File: src/hdl/conv_seq_pkg.sv
// package: register map, field layout and timing for the conversion sequencer
package conv_seq_pkg;

  // register byte offsets (one aligned word each)
  localparam logic [7:0] OFS_INPUT_SELECT = 8'h00;
  localparam logic [7:0] OFS_CTRL_A       = 8'h04;
  localparam logic [7:0] OFS_CTRL_B       = 8'h08;
  localparam logic [7:0] OFS_RESULT_LOW   = 8'h0C;
  localparam logic [7:0] OFS_RESULT_HIGH  = 8'h10;
  localparam logic [7:0] OFS_POWER        = 8'h14;

  // input_select_reg fields
  localparam int CHAN_LSB   = 0;
  localparam int CHAN_W     = 4;
  localparam int LEFT_ADJ_B = 5;
  localparam int REF_LSB    = 6;
  localparam int REF_W      = 2;

  // conv_ctrl_status_a fields
  localparam int PRESC_LSB  = 0;
  localparam int PRESC_W    = 3;
  localparam int FLAG_B     = 4;
  localparam int AUTO_B     = 5;
  localparam int START_B    = 6;
  localparam int ENABLE_B   = 7;

  // conv_ctrl_status_b and power register fields
  localparam int TSEL_LSB   = 0;
  localparam int TSEL_W     = 3;
  localparam int PWR_RED_B  = 0;

  // trigger_select code that means own completion flag (free running)
  localparam logic [2:0] TSEL_FREE_RUN = 3'h0;

  // reset values
  localparam logic [7:0] RST_INPUT_SELECT = 8'h00;
  localparam logic [7:0] RST_CTRL_A       = 8'h00;
  localparam logic [7:0] RST_CTRL_B       = 8'h00;
  localparam logic       RST_PWR_RED      = 1'b1;

  // conversion lengths in converter clock cycles
  localparam logic [4:0] CYC_NORMAL = 5'd13;
  localparam logic [4:0] CYC_FIRST  = 5'd25;
  localparam int         RES_W      = 10;

  // sequencer states
  typedef enum logic [1:0] {
    ST_IDLE = 2'b00,
    ST_WAIT = 2'b01,
    ST_CONV = 2'b10
  } seq_e;

  // analog side controls travel together
  typedef struct packed {
    logic       power_on;
    logic [3:0] channel;
    logic [1:0] reference;
    logic       sample;
  } analog_ctrl_s;

endpackage : conv_seq_pkg

File: src/hdl/adc_conversion_sequencer.sv
// adc_conversion_sequencer: register file and control for a 10-bit SAR core
// Notes on behaviour
// - result 0 is ground, 3FF is reference minus step
// - channel field routes pins, ground or bandgap
// - selections reach converter only while enabled
// - right aligned default, left aligned when set
// - low read locks result bytes until high read
// - high byte read releases the result lock
// - completion flag sets even when result dropped
// - start bit begins conversion, clears when done
// - channel change waits for running conversion end
// - auto trigger enable uses selected trigger source
// - trigger rising edge resets prescaler, starts conversion
// - only rising edges start, not held levels
// - trigger edges during conversion are ignored
// - trigger source flags set regardless of masks
// - free running restarts regardless of own flag
// - software start still works with auto trigger
// - start bit reads one during any conversion
// - reference field picks supply or internal 1.1V
// - 13 converter cycles, first one takes 25
// - software start waits next converter clock edge
// - completion writes result, flag, clears start
// - prescaler runs when enabled, reset when not
//
// Design decisions made here: the register addresses and the APB slave port.
`timescale 1ns/100ps
module adc_conversion_sequencer
  import conv_seq_pkg::*;
(
  input  wire logic                CLK,
  input  wire logic                NRST,
  input  wire logic                PSEL,
  input  wire logic                PENABLE,
  input  wire logic                PWRITE,
  input  wire logic [7:0]          PADDR,
  input  wire logic [31:0]         PWDATA,
  output logic                     PREADY,
  output logic [31:0]              PRDATA,
  output logic                     PSLVERR,
  input  wire logic [7:0]          TRIGGER_SOURCES,
  input  wire logic [RES_W-1:0]    CORE_RESULT,
  output analog_ctrl_s             ANALOG_CTRL
);

  ////////////////////////////////////////////////////////////////////////////
  // registers and state
  logic [7:0]       input_select_r;
  logic [PRESC_W-1:0] presc_sel_r;
  logic             conv_enable_r;
  logic             auto_trig_r;
  logic             flag_r;
  logic [TSEL_W-1:0] tsel_r;
  logic             pwr_red_r;
  logic [RES_W-1:0] result_r;
  logic             lock_r;
  logic             first_r;
  logic [6:0]       presc_cnt_r;
  logic             trig_d_r;
  logic [4:0]       cyc_r;
  logic [4:0]       cyc_len_r;
  logic             done_r;
  seq_e             state_r;
  logic             trig_m_r;
  logic             trig_s_r;
  analog_ctrl_s     latched_r;

  logic wr_en;
  logic rd_en;
  logic start_wr;
  logic trig_edge;
  logic conv_tick;
  logic running;
  logic conv_done;
  logic trig_now;
  logic [15:0] res_view;

  // one-cycle access phase: ready is high in every access cycle
  assign wr_en = PSEL && PENABLE && PWRITE;
  assign rd_en = PSEL && PENABLE && !PWRITE;
  assign start_wr = wr_en && (PADDR == OFS_CTRL_A) && PWDATA[START_B]
                    && !pwr_red_r;
  assign running = (state_r != ST_IDLE);
  assign conv_done = (state_r == ST_CONV) && conv_tick
                     && (cyc_r == cyc_len_r - 5'd1);

  // prescaler ratio 2^(sel), at least 2; tick on terminal count
  function automatic logic [6:0] presc_top(input logic [PRESC_W-1:0] s);
    logic [7:0] r;
    r = 8'h01 << ((s == 3'h0) ? 3'h1 : s);
    presc_top = r[6:0] - 7'h01;
  endfunction : presc_top

  assign conv_tick = conv_enable_r && (presc_cnt_r == presc_top(presc_sel_r));

  ////////////////////////////////////////////////////////////////////////////
  // trigger synchroniser; first stage feeds only the second
  always_ff @(posedge CLK or negedge NRST) begin
    if (!NRST) begin
      trig_m_r <= 1'b0;
      trig_s_r <= 1'b0;
    end else begin
      trig_m_r <= TRIGGER_SOURCES[tsel_r];
      trig_s_r <= trig_m_r;
    end
  end

  // own flag as source means free running, else synchronised pin
  assign trig_now = (tsel_r == TSEL_FREE_RUN) ? flag_r : trig_s_r;

  // edge detect against last cycle's level
  always_ff @(posedge CLK or negedge NRST) begin
    if (!NRST) begin
      trig_d_r <= 1'b0;
    end else begin
      trig_d_r <= trig_now;
    end
  end

  // held level gives no edge; edges while busy are dropped
  assign trig_edge = conv_enable_r && auto_trig_r && !running
                     && (tsel_r != TSEL_FREE_RUN)
                     && trig_now && !trig_d_r;

  ////////////////////////////////////////////////////////////////////////////
  // converter clock prescaler
  always_ff @(posedge CLK or negedge NRST) begin
    if (!NRST) begin
      presc_cnt_r <= 7'h00;
    end else if (!conv_enable_r || trig_edge) begin
      presc_cnt_r <= 7'h00;
    end else if (conv_tick) begin
      presc_cnt_r <= 7'h00;
    end else begin
      presc_cnt_r <= presc_cnt_r + 7'h01;
    end
  end

  ////////////////////////////////////////////////////////////////////////////
  // sequencer: wait for converter edge, then count conversion cycles
  always_ff @(posedge CLK or negedge NRST) begin
    if (!NRST) begin
      state_r   <= ST_IDLE;
      cyc_r     <= 5'd0;
      cyc_len_r <= CYC_NORMAL;
      first_r   <= 1'b1;
      done_r    <= 1'b0;
    end else begin
      done_r <= conv_done;
      if (!conv_enable_r) begin
        state_r <= ST_IDLE;
        first_r <= 1'b1;
      end else begin
        case (state_r)
          ST_IDLE: begin
            cyc_r <= 5'd0;
            cyc_len_r <= first_r ? CYC_FIRST : CYC_NORMAL;
            if (trig_edge) begin
              state_r <= ST_CONV;
            end else if (start_wr) begin
              state_r <= ST_WAIT;
            end
          end
          ST_WAIT: begin
            if (conv_tick) begin
              state_r <= ST_CONV;
            end
          end
          ST_CONV: begin
            if (conv_tick) begin
              cyc_r <= cyc_r + 5'd1;
            end
            if (conv_done) begin
              first_r   <= 1'b0;
              cyc_r     <= 5'd0;
              cyc_len_r <= CYC_NORMAL;
              // free running restarts at once, flag state irrelevant
              if (auto_trig_r && tsel_r == TSEL_FREE_RUN) begin
                state_r <= ST_CONV;
              end else begin
                state_r <= ST_IDLE;
              end
            end
          end
          default: begin
            state_r <= ST_IDLE;
          end
        endcase
      end
    end
  end

  ////////////////////////////////////////////////////////////////////////////
  // analog controls: channel and reference tracked while idle, frozen during conversion; sample pulses in conversion cycle 1
  always_ff @(posedge CLK or negedge NRST) begin
    if (!NRST) begin
      latched_r <= '0;
    end else begin
      latched_r.power_on <= conv_enable_r;
      latched_r.sample   <= (state_r == ST_CONV) && (cyc_r == 5'd1);
      if (!conv_enable_r) begin
        latched_r.channel   <= 4'h0;
        latched_r.reference <= 2'h0;
      end else if (state_r != ST_CONV || conv_done) begin
        // 0-7 pins, E bandgap, F ground decoded by the core
        latched_r.channel <= input_select_r[CHAN_LSB +: CHAN_W];
        latched_r.reference <= input_select_r[REF_LSB +: REF_W];
      end
    end
  end

  ////////////////////////////////////////////////////////////////////////////
  // control registers written over the bus
  always_ff @(posedge CLK or negedge NRST) begin
    if (!NRST) begin
      input_select_r <= RST_INPUT_SELECT;
      presc_sel_r    <= RST_CTRL_A[PRESC_LSB +: PRESC_W];
      conv_enable_r  <= RST_CTRL_A[ENABLE_B];
      auto_trig_r    <= RST_CTRL_A[AUTO_B];
      tsel_r         <= RST_CTRL_B[TSEL_LSB +: TSEL_W];
      pwr_red_r      <= RST_PWR_RED;
    end else if (wr_en) begin
      case (PADDR)
        OFS_INPUT_SELECT: input_select_r <= PWDATA[7:0];
        OFS_CTRL_A: begin
          presc_sel_r   <= PWDATA[PRESC_LSB +: PRESC_W];
          conv_enable_r <= PWDATA[ENABLE_B] && !pwr_red_r;
          auto_trig_r   <= PWDATA[AUTO_B];
        end
        OFS_CTRL_B: tsel_r <= PWDATA[TSEL_LSB +: TSEL_W];
        OFS_POWER: begin
          pwr_red_r <= PWDATA[PWR_RED_B];
        end
        default: ;
      endcase
    end else if (pwr_red_r) begin
      conv_enable_r <= 1'b0;
    end
  end

  // completion flag: set wins over write-one-to-clear
  always_ff @(posedge CLK or negedge NRST) begin
    if (!NRST) begin
      flag_r <= RST_CTRL_A[FLAG_B];
    end else if (conv_done) begin
      flag_r <= 1'b1;
    end else if (wr_en && PADDR == OFS_CTRL_A && PWDATA[FLAG_B]) begin
      flag_r <= 1'b0;
    end
  end

  // result capture and read-order lock
  always_ff @(posedge CLK or negedge NRST) begin
    if (!NRST) begin
      result_r <= '0;
      lock_r   <= 1'b0;
    end else begin
      if (conv_done && !lock_r) begin
        result_r <= CORE_RESULT;
      end
      if (rd_en && PADDR == OFS_RESULT_HIGH) begin
        lock_r <= 1'b0;
      end else if (rd_en && PADDR == OFS_RESULT_LOW) begin
        lock_r <= 1'b1;
      end
    end
  end

  ////////////////////////////////////////////////////////////////////////////
  // read mux, registered; answers in the access cycle's edge
  function automatic logic [15:0] aligned(input logic [RES_W-1:0] v,
                                          input logic left);
    aligned = left ? {v, 6'h00} : {6'h00, v};
  endfunction : aligned

  // both result bytes come from one aligned view of the held result
  assign res_view = aligned(result_r, input_select_r[LEFT_ADJ_B]);

  always_ff @(posedge CLK or negedge NRST) begin
    if (!NRST) begin
      PRDATA  <= 32'h0000_0000;
      PSLVERR <= 1'b0;
      PREADY  <= 1'b0;
    end else begin
      PREADY  <= PSEL && !PENABLE;
      PSLVERR <= 1'b0;
      PRDATA  <= 32'h0000_0000;
      if (PSEL && !PENABLE) begin
        case (PADDR)
          OFS_INPUT_SELECT: PRDATA <= {24'h00_0000, input_select_r};
          OFS_CTRL_A: PRDATA <= {24'h00_0000, conv_enable_r,
                                 running || start_wr, auto_trig_r, flag_r,
                                 1'b0, presc_sel_r};
          OFS_CTRL_B: PRDATA <= {29'h0000_0000, tsel_r};
          OFS_RESULT_LOW: PRDATA <= {24'h00_0000, res_view[7:0]};
          OFS_RESULT_HIGH: PRDATA <= {24'h00_0000, res_view[15:8]};
          OFS_POWER: PRDATA <= {31'h0000_0000, pwr_red_r};
          default: PSLVERR <= 1'b1;
        endcase
      end
    end
  end

  assign ANALOG_CTRL = latched_r;
endmodule : adc_conversion_sequencer

File: config.mk
export PLATFORM = sky130hd
export DESIGN_NAME = adc_conversion_sequencer
export DESIGN_NICKNAME = d
export VERILOG_FILES = /design/src/hdl/conv_seq_pkg.sv /design/src/hdl/adc_conversion_sequencer.sv
export SDC_FILE = /design/constraint.sdc
export NUM_CORES = 1
export LEC_CHECK = 0
export ABC_AREA = 0
export BUFFER_PORTS_ARGS = -buffer_cell sky130_fd_sc_hd__buf_2
export CAP_MARGIN = 0
export CORE_UTILIZATION = 52
export DETAILED_ROUTE_END_ITERATION = 12
export PLACE_DENSITY_LB_ADDON = 0.25
export SKIP_LAST_GASP = 1
export SYNTH_ARGS = -nofsm -noshare
export SYNTH_HDL_FRONTEND = slang
export SYNTH_SLANG_ARGS = --single-unit
File: constraint.sdc
create_clock -name CLK -period 3.1 [get_ports CLK]
set_input_delay 0.62 -clock CLK [delete_from_list [all_inputs] [get_ports CLK]]
set_output_delay 0.62 -clock CLK [all_outputs]
set_load 0.02 [all_outputs]
==> reports/results.ini <==
[layout]
nets=476
diodes=0
area_growth_syn_to_layout_pct=14.47
nFillCells=559
drive_above_1_share_pct=30.02

[logic_synthesis]
synthArstFlopShare_pct=100.0
ys_warn_count=0
ys_ff_latch=67
netlist-cell-type-count=57
synthCells=350
synth-seq-area-share_pct=46.06
synth_area_um2=3648
synth_edf_count=0
ys.flop_type=dfrtp_1
syn_avg_cell_area_um2=10.42

[power_and_ir_drop]
peakVddDrop_v=0.0002327
leakage_nw=1.951
p_comb_share_pct=7.3
p_seq_share_pct=47.2
powerDensity_nw_per_um2=458.9
power_switching_share_pct=23.37
p_sw_mw=0.4480
clkPwrFrac_pct=45.5
intPower_mw=1.469
p_total_mw=1.917

[min_path]
worstHoldPathType=input port to async pin

[place]
gp_congestion=0.8839
dp_hpwl_um=5729
io_buffers=56

[sta]
clock_skew_ps=6.420
period_needed_ps=2619
hold_viol=0
max_slew_margin_pct=58.52
drv_slew=0
setup_tns_ps=0
worst_pin_slew_ps=619.4
period_share_pct=84.49
setup_viol=0
rsz0062_at_grt=false
fmax_ghz=0.3818

[global_route]
grt_first_pass_wirelength_um=12880
grt_pass1_vias=2629
antenna_found_initial=0
track_usage_pct=22.70
grt_max_degree=26
overflow=0

[clocking]
cts.path.max_buffers=2
cts_hold_buf=0
ctsResizeCount=0
root_buffer=clkbuf_8
cts_tree=built
clk_latency_ps=340
postCtsSetupBuffers=0
clock_sink_count=67
htreeDepth=3
path_clk_slew_ps=70
cts_buffers=9

[critical_path]
path_class=register to register
worstPathMaxFanout=10
critical_path.slowest_cell=dfrtp_1
critPathBufInv=0
critPathTopFamily=simple AND/OR/NAND/NOR gates
crit_path_end_kind=register
required_ps=3320
cp_cell_sequence=or2_2 > ha_1 > xor2_1 > nand3_1 > a211oi_4 > nand4_4 > mux2_2
arrival_ps=2840
slowest_delay_ps=490
cp-start-kind=register

[drt]
via_count=2806
drtIter0Drc=147
route.detailed.drc=0
first_pass_iters=7
drt-total-wl_um=7701
drt-wirelength-per-cell_um=15.13
antenna_left=0
via_per_inst=5.513

[floorplan]
die_x_um=85.77
die_y_um=85.77
initial_core_util_pct=53.70
die_area_um2=7356
rows=30
core-area_um2=6794
io_pins=105

[run_status]
outcome=complete, no violations

[run]
maxCapViolCount=0

==> cells in the mapped netlist, drive strengths merged, types with 3 or more instances <==
cell     n  share of area [%]
nor2b    6                1.0
o211ai   3               0.62
nand2b   9                1.5
nand2   36                3.7
mux2i   11                3.0
xnor2    5                1.2
nor4     3               0.93
mux2    28                8.6
o21ai   14                1.9
dfrtp   64                 44
a21oi    9                1.2
nand3   13                1.8
a32o     5                1.4
dfstp    3                2.2
a22oi    4               0.82
a211oi   3               0.96
nor2    27                2.8
buf     29                5.7
inv     12                1.2
ha       5                1.7
clkbuf   8               0.82
nor3     8                1.4
and3     6                1.1
xor2     5                1.2
==> placed cells by master, fill, tap and decap left out, types with 6 or more instances in the layout <==
| cell type | synthesis | layout |
|---|---|---|
| dfrtp_1 | 64 | 64 |
| buf_2 | 3 | 56 |
| nand2_1 | 36 | 36 |
| mux2_2 | 28 | 28 |
| nor2_1 | 27 | 27 |
| conb_1 | 2 | 25 |
| o21ai_0 | 14 | 14 |
| nand3_1 | 13 | 13 |
| inv_1 | 12 | 12 |
| mux2i_1 | 11 | 11 |
| a21oi_1 | 9 | 9 |
| nand2b_1 | 9 | 9 |
| clkbuf_8 | 0 | 9 |
| nor3_1 | 7 | 7 |
| nor2b_1 | 6 | 6 |
==> cell families after synthesis <==
logic type | synth area share [%]
other | 0.2058
flip-flops | 46.06
AND/OR/NAND/NOR | 16.70
AO/OA/AOI/OAI | 12.31
buffers and inverters | 7.716
adder cells (fa/ha/maj) | 1.715
multiplexers | 12.89
XOR/XNOR | 2.400
==> final cells by class <==
type                       count  area, µm²  area share, %
clock inverter                 7      116.4          2.786
inverter                      12      45.04          1.078
multi-input combinational    257       1773          42.45
sequential                    67       1680          40.23
tap                           96      120.1          2.876
timing repair buffer          61      317.8          7.609
clock buffer                   9      123.9          2.966
==> worst paths after layout <==
kind | start | endpoint | slack, ps | depth (start not counted)
min in group CLK | trig_m_r$_DFF_PN0_ | trig_s_r$_DFF_PN0_ | 350 | 0
min | NRST | input_select_r[2]$_DFFE_PN0P_ | 260 | 1
max in group asynchronous | NRST | pwr_red_r$_DFFE_PN1P_ | 2080 | 2
min reg2reg | trig_m_r$_DFF_PN0_ | trig_s_r$_DFF_PN0_ | 350 | 0
max | presc_sel_r[2]$_DFFE_PN0P_ | result_r[2]$_DFFE_PN0P_ | 480 | 7
max reg2reg | presc_sel_r[2]$_DFFE_PN0P_ | result_r[2]$_DFFE_PN0P_ | 480 | 7
==> power groups by stage <==
| stage | logic (mW) | clock network [mW] | registers [mW] |
|---|---|---|---|
| after floorplan | 0.104 | 0 | 0.919 |
| after global placement | 0.138 | 0 | 0.921 |
| after detailed placement | 0.140 | 0 | 0.921 |
| after CTS | 0.141 | 0.881 | 0.905 |
| after global routing | 0.157 | 0.921 | 0.906 |
| final | 0.140 | 0.872 | 0.905 |
==> stage by stage <==
step | area (µm²) | utilization (%) | worst slack, ps | instances | hold WS [ps]
6_report | 4177 | 61.47 | 480.7 | 509 | 260.2
3_3_place_gp | 3936 | 57.94 | 525.7 | 493 | 339.5
2_1_floorplan | 3735 | - | 747.9 | 373 | 324.4
5_1_grt | 4177 | 61.47 | 345.9 | 509 | 289.9
4_1_cts | 4177 | 61.47 | 469.9 | 509 | 261.6
3_5_place_dp | 3936 | 57.94 | 477.5 | 493 | 338.5
==> per-layer routing <==
metal	vias up	track usage (%)	share of wire, %
met5	-	0	0
li1	1308	-	-
met4	0	10.00	2.5
met2	114	34.18	47
met3	19	4.331	4.5
met1	1365	32.19	46
==> worst register-to-register path: cells and delay by family, from the launching register on <==
| kind | cells | cell delay (ps) |
|---|---|---|
| flip-flops | 1 | 490 |
| AO/OA/AOI/OAI | 1 | 450 |
| adder cells (fa/ha/maj) | 1 | 290 |
| XOR/XNOR | 1 | 130 |
| multiplexers | 1 | 370 |
| AND/OR/NAND/NOR | 3 | 780 |
==> flip-flops by register name, summed over array words and instances, names as in the netlist <==
name	cells
PSLVERR	1
ANALOG_CTRL	8
pwr_red_r	1
presc_cnt_r	7
lock_r	1
PREADY	1
conv_enable_r	1
trig_m_r	1
flag_r	1
result_r	10
cyc_r	5
first_r	1
auto_trig_r	1
trig_d_r	1
presc_sel_r	3
trig_s_r	1
tsel_r	3
state_r	2
input_select_r	8
PRDATA	8
cyc_len_r	2
(Power assumes the default switching activity.)
